### config.mk
export PLATFORM = sky130hd
export DESIGN_NAME = lafh_top
export DESIGN_NICKNAME = d
export VERILOG_FILES = /design/src/lafh_pkg.sv /design/src/lafh_top.sv /design/src/lafh_persist.sv
export SDC_FILE = /design/constraint.sdc
export NUM_CORES = 1
export LEC_CHECK = 0
export BUFFER_PORTS_ARGS = -buffer_cell sky130_fd_sc_hd__buf_2
export CORE_ASPECT_RATIO = 2
export CORE_MARGIN = 8
export CORE_UTILIZATION = 50
export DETAILED_ROUTE_END_ITERATION = 10
export GPL_TIMING_DRIVEN = 0
export MAX_ROUTING_LAYER = met4
export PLACE_DENSITY = 0.68
export SLEW_MARGIN = 20
export SYNTH_ARGS = -nofsm -noshare
export SYNTH_HDL_FRONTEND = slang
export SYNTH_SLANG_ARGS = --single-unit
### constraint.sdc
create_clock -name pclk -period 2.3 [get_ports pclk]
set_input_delay 0.115 -clock pclk [delete_from_list [all_inputs] [get_ports pclk]]
set_output_delay 0.115 -clock pclk [all_outputs]
set_load 0.1 [all_outputs]
### src/lafh_pkg.sv
// package: constants, register map and carrier types of the line alarm filter handler
`default_nettype none
package lafh_pkg;
  // ==========================================================
  // timing
  localparam int unsigned CLK_HZ = 40_000_000;
  localparam int unsigned PERSIST_MS = 2500;
  localparam int unsigned PERSIST_CYCLES = PERSIST_MS * (CLK_HZ / 1000);
  localparam int unsigned PERSIST_W = 27;

  // ==========================================================
  // register map (byte addresses)
  localparam logic [7:0] OFF_CFG = 8'h00;
  localparam logic [7:0] OFF_CTRL = 8'h04;
  localparam logic [7:0] OFF_THRESH = 8'h08;
  localparam logic [7:0] OFF_STATUS = 8'h0C;
  localparam logic [7:0] OFF_EVENT = 8'h10;
  localparam logic [7:0] OFF_ID = 8'h14;
  // arbitrary neutral value
  localparam logic [31:0] DEVICE_ID = 32'h0000_A1F0;

  // ctrl fields
  localparam int CTRL_LATCH = 0;
  localparam int CTRL_DROP_INSERT = 1;
  localparam int CTRL_CUT_CLEAR = 2;
  localparam int CTRL_RST_CLEAR = 3;
  localparam int CTRL_TC_LSB = 4;

  // ==========================================================
  // alarm indices
  localparam int NUM_ALARMS = 8;
  localparam logic [2:0] AL_RED = 3'h0;
  localparam logic [2:0] AL_WARN = 3'h1;
  localparam logic [2:0] AL_AIS = 3'h2;
  localparam logic [2:0] AL_ERR = 3'h3;
  localparam logic [2:0] AL_PORT = 3'h4;
  localparam logic [2:0] AL_RESET = 3'h5;
  localparam logic [2:0] AL_SYNC = 3'h6;
  localparam logic [2:0] AL_CUTOFF = 3'h7;

  typedef enum logic [1:0] {
    FLT_IGNORE = 2'h0,
    FLT_LOG = 2'h1,
    FLT_REPORT = 2'h2
  } lafh_filter_t;

  typedef enum logic [1:0] {
    SEV_INFO = 2'h0,
    SEV_MINOR = 2'h1,
    SEV_MAJOR = 2'h2,
    SEV_CRITICAL = 2'h3
  } lafh_sev_t;

  typedef struct packed {
    lafh_sev_t sev;
    lafh_filter_t filter;
  } lafh_alarm_cfg_t;

  typedef lafh_alarm_cfg_t [NUM_ALARMS-1:0] lafh_cfg_t;

  // every alarm log/minor, cut-off entry log/major after reset
  localparam logic [31:0] CFG_RESET = 32'h9555_5555;
  localparam logic [15:0] THRESH_RESET = 16'h0100;
  localparam logic [3:0] TC_RESET = 4'h0;

  typedef struct packed {
    logic valid;
    logic report;
    logic [2:0] id;
    lafh_sev_t sev;
  } lafh_event_t;

  typedef struct packed {
    logic [PERSIST_W-1:0] cnt;
    logic qual;
  } lafh_persist_t;
endpackage : lafh_pkg
`default_nettype wire

### src/lafh_top.sv
// top of the line alarm filter handler: detection, filtering, contacts, cut-off, APB slave
//
// Chosen here: the register offsets and the APB register port.
`default_nettype none
// Functional notes
// red held 2-3 s raises carrier red, trunk conditioning, sends remote warning.
// carrier red in drop/insert mode also sends all-ones downstream.
// remote warning held 2-3 s raises carrier warning alarm and trunk conditioning.
// blue signal from remote or intermediate equipment raises the AIS alarm.
// error rate above programmed threshold raises error rate alarm.
// voice signaling transitions or data errors on active port raise port fault.
// any restart raises the system reset alarm.
// loss of primary or secondary timing source raises clock sync alarm.
// report filter forwards remotely, displays and logs the alarm.
// log filter displays and logs, no remote forwarding.
// ignore filter discards the alarm: no display, log, report or contact.
// each alarm carries severity info, minor, major or critical on display and log.
// critical alarm closes one contact, major alarm closes another contact.
// cut-off filter log/report plus major non-ignored alarm makes cut-off alarm.
// minor alarms never make the cut-off alarm.
// latched cut-off holds after the cause clears until operator clears it.
// current mode cut-off follows only presently active conditions.
// cut-off filter ignore means no cut-off alarm at all.
// cut-off drives an external indicator held until operator clears it.
// filter outranks severity; ignored alarms take no severity action.
// red condition is loss of line signal or loss of frame alignment.
// persistence uses one fixed timer, restarting whenever condition drops.
module lafh_top #(
  parameter int unsigned PERSIST_CYCLES = lafh_pkg::PERSIST_CYCLES
) (
  input wire logic pclk,
  input wire logic presetn,
  input wire logic ce,
  input wire logic psel,
  input wire logic penable,
  input wire logic pwrite,
  input wire logic [7:0] paddr,
  input wire logic [31:0] pwdata,
  output logic [31:0] prdata,
  output logic pready,
  output logic pslverr,
  input wire logic no_signal,
  input wire logic frame_sync_missing,
  input wire logic remote_warn_indication,
  input wire logic blue_alarm_detect,
  input wire logic [15:0] error_rate,
  input wire logic voice_transition_excess,
  input wire logic data_error_excess,
  input wire logic primary_clk_lost,
  input wire logic secondary_clk_lost,
  output logic carrier_red_alarm,
  output logic carrier_remote_warn_alarm,
  output logic trunk_cond_active,
  output logic [3:0] trunk_conditioning_setting,
  output logic tx_remote_warn,
  output logic tx_ais,
  output logic [7:0] display_active,
  output lafh_pkg::lafh_event_t alarm_event,
  output logic critical_contact,
  output logic major_contact,
  output logic cutoff_indicator
);
  // ==========================================================
  // state
  typedef struct packed {
    lafh_pkg::lafh_cfg_t cfg;
    logic latch_mode;
    logic drop_insert;
    logic [3:0] tc_code;
    logic [15:0] thresh;
    logic booted;
    logic rst_alarm;
    logic [7:0] alarm;
    logic [7:0] display;
    logic [7:0] pending;
    logic cutoff;
    lafh_pkg::lafh_event_t evt;
    lafh_pkg::lafh_event_t last_evt;
    logic crit;
    logic major;
    logic tc_active;
    logic tx_warn;
    logic tx_ais;
    logic pready;
    logic pslverr;
    logic [31:0] prdata;
  } lafh_state_t;

  lafh_state_t st_ff;
  lafh_state_t nxt_st;
  logic red_q;
  logic warn_q;

  // ==========================================================
  // helpers
  function automatic logic passes(input lafh_pkg::lafh_alarm_cfg_t c);
    passes = (c.filter != lafh_pkg::FLT_IGNORE);
  endfunction : passes

  function automatic logic [7:0] sev_mask(input lafh_pkg::lafh_cfg_t c,
                                          input lafh_pkg::lafh_sev_t s);
    logic [7:0] m;
    m = '0;
    for (int i = 0; i < lafh_pkg::NUM_ALARMS; i++)
      m[i] = passes(c[i]) && (c[i].sev == s);
    sev_mask = m;
  endfunction : sev_mask

  function automatic logic [7:0] pass_mask(input lafh_pkg::lafh_cfg_t c);
    logic [7:0] m;
    m = '0;
    for (int i = 0; i < lafh_pkg::NUM_ALARMS; i++)
      m[i] = passes(c[i]);
    pass_mask = m;
  endfunction : pass_mask

  function automatic logic [2:0] lowest(input logic [7:0] v);
    logic [2:0] idx;
    idx = '0;
    for (int i = lafh_pkg::NUM_ALARMS - 1; i >= 0; i--)
      if (v[i])
        idx = 3'(i);
    lowest = idx;
  endfunction : lowest

  // ==========================================================
  // persistence qualifiers
  lafh_persist #(
    .CYCLES(PERSIST_CYCLES)
  ) u_red_persist (
    .pclk(pclk),
    .presetn(presetn),
    .ce(ce),
    .cond(no_signal | frame_sync_missing),
    .qual(red_q)
  );

  lafh_persist #(
    .CYCLES(PERSIST_CYCLES)
  ) u_warn_persist (
    .pclk(pclk),
    .presetn(presetn),
    .ce(ce),
    .cond(remote_warn_indication),
    .qual(warn_q)
  );

  // ==========================================================
  // next state
  logic access;
  logic wr_commit;
  logic [7:0] raw;
  logic [7:0] pass;
  logic [7:0] rise;
  logic [7:0] grant;
  logic cut_trig;
  logic cut_clr;
  logic [2:0] gid;
  logic [7:0] maj_m;

  always_comb
  begin
    nxt_st = st_ff;
    access = psel && penable;
    wr_commit = access && st_ff.pready && pwrite;
    pass = pass_mask(st_ff.cfg);
    raw = '0;
    rise = '0;
    grant = '0;
    cut_trig = 1'b0;
    cut_clr = 1'b0;
    gid = '0;
    maj_m = sev_mask(st_ff.cfg, lafh_pkg::SEV_MAJOR);
    if (ce)
    begin
      // restart is seen once, on the first enabled cycle after reset
      if (!st_ff.booted)
      begin
        nxt_st.booted = 1'b1;
        nxt_st.rst_alarm = 1'b1;
      end

      // cut-off: major alarms only, never minor, gated by its own filter
      cut_trig = (|(st_ff.alarm[6:0] & maj_m[6:0]))
                 && passes(st_ff.cfg[lafh_pkg::AL_CUTOFF]);

      raw[lafh_pkg::AL_RED] = red_q;
      raw[lafh_pkg::AL_WARN] = warn_q;
      raw[lafh_pkg::AL_AIS] = blue_alarm_detect;
      raw[lafh_pkg::AL_ERR] = (error_rate > st_ff.thresh);
      raw[lafh_pkg::AL_PORT] = voice_transition_excess | data_error_excess;
      raw[lafh_pkg::AL_RESET] = st_ff.rst_alarm;
      raw[lafh_pkg::AL_SYNC] = primary_clk_lost | secondary_clk_lost;
      raw[lafh_pkg::AL_CUTOFF] = st_ff.cutoff;
      nxt_st.alarm = raw;
      nxt_st.display = raw & pass;

      // line actions follow the qualified conditions directly
      nxt_st.tc_active = red_q | warn_q;
      nxt_st.tx_warn = red_q;
      nxt_st.tx_ais = red_q && st_ff.drop_insert;

      // contacts from non-ignored alarms only
      nxt_st.crit = |(st_ff.alarm & sev_mask(st_ff.cfg, lafh_pkg::SEV_CRITICAL));
      nxt_st.major = |(st_ff.alarm & sev_mask(st_ff.cfg, lafh_pkg::SEV_MAJOR));

      // event stream: one occurrence per cycle, lowest index first
      rise = raw & ~st_ff.alarm & pass;
      nxt_st.evt = '0;
      if (|st_ff.pending)
      begin
        gid = lowest(st_ff.pending);
        grant[gid] = 1'b1;
        nxt_st.evt.valid = 1'b1;
        nxt_st.evt.id = gid;
        nxt_st.evt.sev = st_ff.cfg[gid].sev;
        nxt_st.evt.report = (st_ff.cfg[gid].filter == lafh_pkg::FLT_REPORT);
        nxt_st.last_evt = nxt_st.evt;
      end
      // a new rise wins over the grant that retires it
      nxt_st.pending = (st_ff.pending & ~grant) | rise;

      // ------------------------------------------------------
      // apb
      nxt_st.pready = access && !st_ff.pready;
      if (access && !st_ff.pready)
      begin
        nxt_st.pslverr = 1'b0;
        nxt_st.prdata = '0;
        case (paddr)
          lafh_pkg::OFF_CFG: nxt_st.prdata = st_ff.cfg;
          lafh_pkg::OFF_CTRL:
          begin
            nxt_st.prdata[lafh_pkg::CTRL_LATCH] = st_ff.latch_mode;
            nxt_st.prdata[lafh_pkg::CTRL_DROP_INSERT] = st_ff.drop_insert;
            nxt_st.prdata[lafh_pkg::CTRL_TC_LSB +: 4] = st_ff.tc_code;
          end
          lafh_pkg::OFF_THRESH: nxt_st.prdata[15:0] = st_ff.thresh;
          lafh_pkg::OFF_STATUS: nxt_st.prdata[15:0] = {st_ff.display, st_ff.alarm};
          lafh_pkg::OFF_EVENT: nxt_st.prdata[6:0] = st_ff.last_evt;
          lafh_pkg::OFF_ID: nxt_st.prdata = lafh_pkg::DEVICE_ID;
          default: nxt_st.pslverr = 1'b1;
        endcase
      end
      else if (!access)
      begin
        nxt_st.pslverr = 1'b0;
      end

      if (wr_commit)
      begin
        case (paddr)
          lafh_pkg::OFF_CFG: nxt_st.cfg = pwdata;
          lafh_pkg::OFF_CTRL:
          begin
            nxt_st.latch_mode = pwdata[lafh_pkg::CTRL_LATCH];
            nxt_st.drop_insert = pwdata[lafh_pkg::CTRL_DROP_INSERT];
            nxt_st.tc_code = pwdata[lafh_pkg::CTRL_TC_LSB +: 4];
            cut_clr = pwdata[lafh_pkg::CTRL_CUT_CLEAR];
            if (pwdata[lafh_pkg::CTRL_RST_CLEAR] && st_ff.booted)
              nxt_st.rst_alarm = 1'b0;
          end
          lafh_pkg::OFF_THRESH: nxt_st.thresh = pwdata[15:0];
          default: ;
        endcase
      end

      // cut-off hold: set wins over operator clear
      if (!passes(st_ff.cfg[lafh_pkg::AL_CUTOFF]))
        nxt_st.cutoff = 1'b0;
      else if (st_ff.latch_mode)
        nxt_st.cutoff = cut_trig | (st_ff.cutoff & ~cut_clr);
      else
        nxt_st.cutoff = cut_trig;
    end
  end

  always_ff @(posedge pclk or negedge presetn)
  begin
    if (!presetn)
    begin
      st_ff <= '0;
      st_ff.cfg <= lafh_pkg::CFG_RESET;
      st_ff.latch_mode <= 1'b1;
      st_ff.thresh <= lafh_pkg::THRESH_RESET;
      st_ff.tc_code <= lafh_pkg::TC_RESET;
    end
    else
      st_ff <= nxt_st;
  end

  // ==========================================================
  // outputs
  assign prdata = st_ff.prdata;
  assign pready = st_ff.pready;
  assign pslverr = st_ff.pslverr;
  assign carrier_red_alarm = st_ff.alarm[lafh_pkg::AL_RED];
  assign carrier_remote_warn_alarm = st_ff.alarm[lafh_pkg::AL_WARN];
  assign trunk_cond_active = st_ff.tc_active;
  assign trunk_conditioning_setting = st_ff.tc_code;
  assign tx_remote_warn = st_ff.tx_warn;
  assign tx_ais = st_ff.tx_ais;
  assign display_active = st_ff.display;
  assign alarm_event = st_ff.evt;
  assign critical_contact = st_ff.crit;
  assign major_contact = st_ff.major;
  assign cutoff_indicator = st_ff.cutoff;

  // ==========================================================
  // checks
  a_red_warn_tx: assert property (@(posedge pclk) disable iff (!presetn)
    (ce && red_q) |=> tx_remote_warn && trunk_cond_active)
    else $error("red qualified without warning and conditioning");
  a_ais_drop_ins: assert property (@(posedge pclk) disable iff (!presetn)
    ce |=> (tx_ais == ($past(red_q) && $past(st_ff.drop_insert))))
    else $error("all-ones output disagrees with red and drop/insert");
  a_warn_cond: assert property (@(posedge pclk) disable iff (!presetn)
    (ce && warn_q) |=> carrier_remote_warn_alarm)
    else $error("remote warning qualified but alarm missing");
  a_ignore_quiet: assert property (@(posedge pclk) disable iff (!presetn)
    alarm_event.valid |-> st_ff.cfg[alarm_event.id].filter != lafh_pkg::FLT_IGNORE
    || $past(st_ff.cfg[alarm_event.id].filter) != lafh_pkg::FLT_IGNORE)
    else $error("event raised for an ignored alarm");
  a_report_flag: assert property (@(posedge pclk) disable iff (!presetn)
    (ce && |st_ff.pending) |=> alarm_event.valid && alarm_event.report ==
    ($past(st_ff.cfg[lowest(st_ff.pending)].filter) == lafh_pkg::FLT_REPORT))
    else $error("event report flag does not match filter");
  a_display_pass: assert property (@(posedge pclk) disable iff (!presetn)
    ce |=> (display_active == (st_ff.alarm & $past(pass))))
    else $error("display disagrees with active alarms and their filters");
  a_cut_ignore: assert property (@(posedge pclk) disable iff (!presetn)
    (ce && !passes(st_ff.cfg[lafh_pkg::AL_CUTOFF])) |=> !cutoff_indicator)
    else $error("cut-off set while its filter ignores");
  a_cut_latched: assert property (@(posedge pclk) disable iff (!presetn)
    (ce && cutoff_indicator && st_ff.latch_mode && !cut_clr
     && passes(st_ff.cfg[lafh_pkg::AL_CUTOFF])) |=> cutoff_indicator)
    else $error("latched cut-off dropped without a clear");
  a_cut_current: assert property (@(posedge pclk) disable iff (!presetn)
    (ce && !st_ff.latch_mode) |=> (cutoff_indicator == $past(cut_trig)))
    else $error("current mode cut-off does not follow its cause");
  a_crit_contact: assert property (@(posedge pclk) disable iff (!presetn)
    ce |=> critical_contact ==
    |($past(st_ff.alarm) & $past(sev_mask(st_ff.cfg, lafh_pkg::SEV_CRITICAL))))
    else $error("critical contact disagrees with active critical alarms");
  a_reset_alarm: assert property (@(posedge pclk) disable iff (!presetn)
    (ce && !st_ff.booted) |=> ##1 (st_ff.alarm[lafh_pkg::AL_RESET] || !ce))
    else $error("restart did not raise the reset alarm");
endmodule : lafh_top
`default_nettype wire

### src/lafh_persist.sv
// persistence qualifier: a condition must hold for a fixed time before it counts
`default_nettype none
module lafh_persist #(
  parameter int unsigned CYCLES = lafh_pkg::PERSIST_CYCLES
) (
  input wire logic pclk,
  input wire logic presetn,
  input wire logic ce,
  input wire logic cond,
  output logic qual
);
  lafh_pkg::lafh_persist_t st_ff;
  lafh_pkg::lafh_persist_t nxt_st;
  localparam logic [lafh_pkg::PERSIST_W-1:0] LAST = lafh_pkg::PERSIST_W'(CYCLES - 1);

  always_comb
  begin
    nxt_st = st_ff;
    if (ce)
    begin
      if (!cond)
      begin
        // restart from zero on any drop
        nxt_st.cnt = '0;
        nxt_st.qual = 1'b0;
      end
      else if (st_ff.cnt == LAST)
        nxt_st.qual = 1'b1;
      else
        nxt_st.cnt = st_ff.cnt + 1'b1;
    end
  end

  always_ff @(posedge pclk or negedge presetn)
  begin
    if (!presetn)
      st_ff <= '0;
    else
      st_ff <= nxt_st;
  end

  assign qual = st_ff.qual;

  a_drop_clears: assert property (@(posedge pclk) disable iff (!presetn)
    (ce && !cond) |=> !qual)
    else $error("qualified flag survived a dropped condition");
  a_rise_needs_cond: assert property (@(posedge pclk) disable iff (!presetn)
    $rose(qual) |-> ($past(cond) && st_ff.cnt == LAST))
    else $error("qualified rose without full persistence");
endmodule : lafh_persist
`default_nettype wire

==> results of run 1 <==
-- metrics by stage --
step / hold WS (ns) / area, um^2
after floorplan: -0.181 / 9770
after global placement: 0.334 / 10700
after detailed placement: -0.0549 / 10800
after CTS: 0.0698 / 11900
after global routing: 0.103 / 12000
final: 0.0740 / 12000
-- cell usage after synthesis (9+ instances only) --
cell type	count	area [um^2]
a21oi_1	36	180
a22oi_1	9	67.6
and3_1	10	62.6
buf_4	53	398
clkbuf_1	30	113
dfrtp_1	171	4280
dfstp_2	18	473
ha_1	18	225
inv_1	36	135
mux2_1	25	282
mux2_2	31	349
nand2_1	111	417
nand3_1	29	145
nand4_1	22	138
nor2_1	84	315
nor3_1	19	95.1
o211ai_1	9	67.6
o21ai_0	95	475
o31ai_1	13	97.6
or3_1	13	81.3
xnor2_1	18	158
xor2_1	18	158
-- power groups by stage --
stage                     Sequential (mW)  Combinational [mW]  Clock [mW]
after floorplan                      3.56               0.260           0
after global placement               3.54               0.553           0
after detailed placement             3.54               0.572           0
after CTS                            3.48               0.634        3.05
after global routing                 3.49               0.692        3.16
final                                3.48               0.632        3.01
-- state kept, by name, summed over array words and instances, names as in the netlist, 4 cells and up --
signal and cells:
st_ff 73, trunk_conditioning_setting 4, u_red_persist.st_ff 27, prdata 32, u_warn_persist.st_ff 27, display_active 8, alarm_event 7
-- layout make-up --
type | instances | share of cell area, %
sequential | 189 | 39.6
inverter | 36 | 1.13
tap | 259 | 2.70
clock inverter | 7 | 0.970
timing repair buffer | 179 | 9.74
buffer | 90 | 4.75
clock buffer | 24 | 3.93
multi-input combinational | 674 | 37.1
-- worst max-delay path, delay by kind of cell, from the launching register on --
| family | cells | cell delay [ns] |
|---|---|---|
| flip-flops | 1 | 0.47 |
| AO/OA/AOI/OAI | 4 | 0.53 |
| AND/OR/NAND/NOR | 2 | 0.96 |
| buffers and inverters | 1 | 0.19 |
-- layer usage --
layer  track usage (%)  vias up  wire length, um
li1                  -     3877                -
met4              18.6        0             2200
met5                 -        -                0
met1              27.2     4132            11100
met2              47.9      284            16700
met3              4.34      109             1310
-- timing repair --
| item | in CTS | in global routing |
|---|---|---|
| endpoints found under the setup margin | 25 | 21 |
| setup buffers | 5 | 2 |
| hold buffers | 40 | 0 |
| gates resized for setup | 23 | 14 |
| pin swaps | 4 | 4 |
| endpoints found under the hold margin | 160 | 0 |
-- final timing paths --
| path | start | to | slack, ns |
|---|---|---|---|
| min in group asynchronous | presetn | prdata[30] | 0.09 |
| hold reg to reg | prdata[23] | prdata[23] | 0.48 |
| setup reg to reg | st_ff[56] | st_ff[44] | 0.03 |
| hold / removal | secondary_clk_lost | display_active[6] | 0.07 |
| max in group asynchronous | presetn | st_ff[106] | 1.15 |
| setup / recovery | st_ff[56] | st_ff[44] | 0.03 |
-- logic make-up (layout without fill, tap and decap cells) --
group | count (synthesis) | after routing | synth area share, %
AND/OR/NAND/NOR | 333 | 333 | 16.5
AO/OA/AOI/OAI | 220 | 220 | 13.8
flip-flops | 189 | 189 | 48.6
buffers and inverters | 128 | 336 | 7.22
multiplexers | 67 | 67 | 8.35
XOR/XNOR | 36 | 36 | 3.23
adder cells (fa/ha/maj) | 18 | 18 | 2.30
==> metrics.txt, run 1 <==
status completed; initial antenna violation count 0; Max-cap violations 0; pre-CTS setup slack -0.845 ns; Longest Clk Path Bufs 2; Mapped Avg Cell Area 9.86 um^2; Yosys cell types 62; insertion delay to the later sink of the worst-skew pair 0.44 ns; setup TNS 0 ns; CP Max Fanout 6; drt via density 5.76; pwr/cell area 594 nW/um^2; CP endpoint kind flop; I/O Buffers 130; post-synthesis register bit count 189; Final setup viols 0; Root Driver clkbuf_16; residual DRC count 0; Hold Path Stages 3; HP Class in -> reg; most frequent cells in the layout 168 x dfrtp_1, 132 x buf_2, 111 x nand2_1; Routed WL 31300 um; Sink Count 189; Hold Violations, Final 0; first-pass GRT wire length 48600 um; Clk pwr share 42.2%; Final Instance Count excl. Fillers 1458; CP Cell Sequence or4_4 > or3_1 > o221a_2 > a31oi_4 > a311oi_4 > buf_4 > a21o_1; clock slew at reported path FFs 0.07 ns; total global-route track usage 27.3%; vias in the first global route 8639; vias post-DR 8402; die width 115 um; Ports 131; Filler Cell Count 1708; H-tree Lvls 4; Cells after Synth 991; sequential power share 48.9%; P_int 5.38 mW; Post-Route Skew 0.0101 ns; Crit Path Class reg -> reg; diode count 0; Pre-antenna DRT Iters 5; commonest non-fill, non-tap cell in the layout dfrtp_1; CTS Buf Count 17; sequential fraction of the synthesis area 48.6%; DP HPWL 23900 um; storage element area 4760 um^2; Nets 1275; gpl congestion 1.02; FMAX 0.441 GHz; largest net degree at the start of global routing 94; Most used DFF post-synth dfrtp_1; Worst EP arrival 2.61 ns; peak supply drop 0.000408 V; area delta synth->final 22.8%; Power Total 7.12 mW; Logic pwr share 8.9%; switch share 24.4%; DRT iter0 DRCs 436; CTS tree built; WL per Instance 21.5 um; worst rel slew slack 39.1%; CP required 2.64 ns; Mapped Area 9770 um^2; GR Overflow Total 0; Leak 5.55 nW; dpl cells 1382; Die Y 214 um; Core Box Area 19300 um^2; Rows 72; die footprint 24500 um^2; Final min period 2.27 ns; crit start category flop; Initial Util 50.7%; r2r worst-path depth 7; asr flop ratio synth 100%; antenna viol nets, final 0; EDFF count, synth 0; worst stage delay on the critical path 0.62 ns; post-layout util 62.2%; NetSw 1.74 mW; part of the cycle the worst path needs 98.6%; Mapped Nets 1079; Yosys warning count 0; worst setup slack after layout 0.0322 ns; critical path's slowest cell or4_4; Worst Tran Pin Value 0.914 ns; share of cells above drive strength 1 26.0%; Final Max Slew Viols 0; multi-input combinational cell area 4460 um^2
Note: power is estimated with default switching activity, not from simulation.
==> inputs of run 2 (changes only) <==
--- a/config.mk
+++ b/config.mk
@@ -12,7 +12,8 @@
 export DETAILED_ROUTE_END_ITERATION = 10
 export GPL_TIMING_DRIVEN = 0
 export MAX_ROUTING_LAYER = met4
-export PLACE_DENSITY = 0.68
+export PLACE_DENSITY = 0.69
+export SKIP_CTS_REPAIR_TIMING = 1
 export SLEW_MARGIN = 20
 export SYNTH_ARGS = -nofsm -noshare
 export SYNTH_HDL_FRONTEND = slang
==> metrics.txt, run 2 (synthesis results as in run 1) <==
vias post-DR 8399 (was 8402); Rows 72 (unchanged); Largest register FFs 73 (unchanged); P_int 5.26 mW (was 5.38 mW); storage element area 4750 um^2 (was 4760 um^2); WHS -0.0144 ns (was 0.0740 ns); Crit Path Class reg -> reg (unchanged); Final Instance Count excl. Fillers 1454 (was 1458); Power Total 7.19 mW (was 7.12 mW); CP required 2.63 ns (was 2.64 ns); drt via density 5.78 (was 5.76); clock slew at reported path FFs 0.08 ns (was 0.07 ns); Routed WL 31200 um (was 31300 um); Sink Count 189 (unchanged); area delta synth->final 21.9% (was 22.8%); CP Max Fanout 9 (was 6); CP endpoint kind flop (unchanged); largest net degree at the start of global routing 86 (was 94); Worst EP arrival 2.61 ns (about the same); status finished with violations (was completed); Post-Route Skew 0.0129 ns (was 0.0101 ns); first-pass GRT wire length 47900 um (was 48600 um); residual DRC count 0 (unchanged); gr busiest metal met2 (unchanged); Worst Tran Pin Value 0.908 ns (was 0.914 ns); Longest Clk Path Bufs 2 (unchanged); switch share 27.0% (was 24.4%); total global-route track usage 26.8% (was 27.3%); most frequent cells in the layout 169 x dfrtp_1, 133 x buf_2, 111 x nand2_1 (was 168 x dfrtp_1, 132 x buf_2, 111 x nand2_1); Root Driver clkbuf_16 (unchanged); DRT iter0 DRCs 546 (was 436); part of the cycle the worst path needs 98.9% (was 98.6%); Clk pwr share 42.9% (was 42.2%); I/O Buffers 130 (unchanged); Final Max Slew Viols 0 (unchanged); Largest Register st_ff (unchanged); dpl cells 1382 (unchanged); sequential power share 48.5% (was 48.9%); gpl congestion 1.00 (was 1.02); pre-CTS setup slack -0.826 ns (was -0.845 ns); Final min period 2.28 ns (was 2.27 ns); peak supply drop 0.000556 V (was 0.000408 V); Logic pwr share 8.6% (was 8.9%); Leak 5.54 nW (was 5.55 nW); NetSw 1.94 mW (was 1.74 mW); DP HPWL 23900 um (about the same); WL per Instance 21.5 um (about the same); Initial Util 50.7% (unchanged); Ports 131 (unchanged); Filler Cell Count 1702 (was 1708); diode count 0 (unchanged); FMAX 0.439 GHz (was 0.441 GHz); CTS tree built (unchanged); Hold Violations, Final 2 (was 0); initial antenna violation count 0 (unchanged); commonest non-fill, non-tap cell in the layout dfrtp_1 (unchanged); insertion delay to the later sink of the worst-skew pair 0.44 ns (about the same); Max-cap violations 0 (unchanged); GR Overflow Total 0 (unchanged); grt met1 use 27.1% (was 27.2%); worst setup slack after layout 0.0244 ns (was 0.0322 ns); worst rel slew slack 39.0% (was 39.1%); Die Y 214 um (unchanged); HP Class in -> reg (unchanged); multi-input combinational cell area 4410 um^2 (was 4460 um^2); CTS Buf Count 17 (unchanged); Core Box Area 19300 um^2 (unchanged); GR Util met2 47.0% (was 47.9%); Final setup viols 0 (unchanged); die width 115 um (unchanged); die footprint 24500 um^2 (unchanged); share of cells above drive strength 1 26.1% (was 26.0%); failing checks hold timing; crit start category flop (unchanged); antenna viol nets, final 0 (unchanged); Pre-antenna DRT Iters 5 (unchanged); H-tree Lvls 4 (unchanged); Nets 1270 (was 1275); pwr/cell area 604 nW/um^2 (was 594 nW/um^2); global routing usage on met3 3.58% (was 4.34%); vias in the first global route 8577 (was 8639)
run 2: changes by cell type in the layout (fill, tap and decap cells not counted), moves of 2 or more:
cell / before / now
clkbuf_8: 2 / 0
clkinv_4: 1 / 4
o21ai_1: 2 / 4
inv_8: 0 / 3
dlygate4sd3_1: 40 / 34
inv_6: 0 / 4
clkbuf_1: 30 / 25
run 2: through the flow:
stage                     instance area [um^2]  TNS (ns)  hold WS (ns)  util (%)
final                                    11900         0       -0.0144      61.8
after global routing                     11900   -0.0126        0.0189      61.8
after CTS                                11400     -4.93        -0.432      59.2
after detailed placement                 10800    -22.09        0.0302      56.1
after global placement                   10700   -369.28         0.335      55.8
after floorplan                           9770         0        -0.181         -
run 2: power groups by stage:
stage	sequential (mW)	clock, mW	combinational [mW]
final	3.49	3.09	0.619
after global placement	3.54	0	0.549
after floorplan	3.56	0	0.260
after global routing	3.49	3.26	0.676
after detailed placement	3.54	0	0.569
after CTS	3.48	3.13	0.572
run 2: worst max-delay path: stages (launching register included):
cell and delay (ns):
dfrtp_2 0.48, or4_4 0.60, buf_4 0.17, o21ai_2 0.47
a311oi_2 0.10, buf_4 0.19, a21o_1 0.15
run 2: final timing paths:
check,cells after the start,slack (ns),to,from
max reg2reg,6,0.02,alarm_event[5],st_ff[56]
min,3,-0.01,st_ff[74],voice_transition_excess
max in group asynchronous,4,1.06,st_ff[106],presetn
min in group asynchronous,2,0.15,prdata[26],presetn
min reg2reg,1,0.47,st_ff[78],st_ff[79]
max,6,0.02,alarm_event[5],st_ff[56]
run 2: final cells by class:
cell class                      instances  share of cell area, %
Tap cell                              259                   2.72
Timing Repair Buffer                  174                   9.35
Buffer                                 90                   4.78
Clock buffer                           17                   3.57
Sequential cell                       189                   39.9
Clock inverter                         15                   1.48
Inverter                               36                   1.13
Multi-Input combinational cell        674                   37.1
run 2: routing by layer:
metal | part of all wire, % | vias up
met3 | 4.1 | 111
met4 | 6.7 | 0
li1 | - | 3878
met5 | 0 | -
met2 | 54 | 316
met1 | 36 | 4094
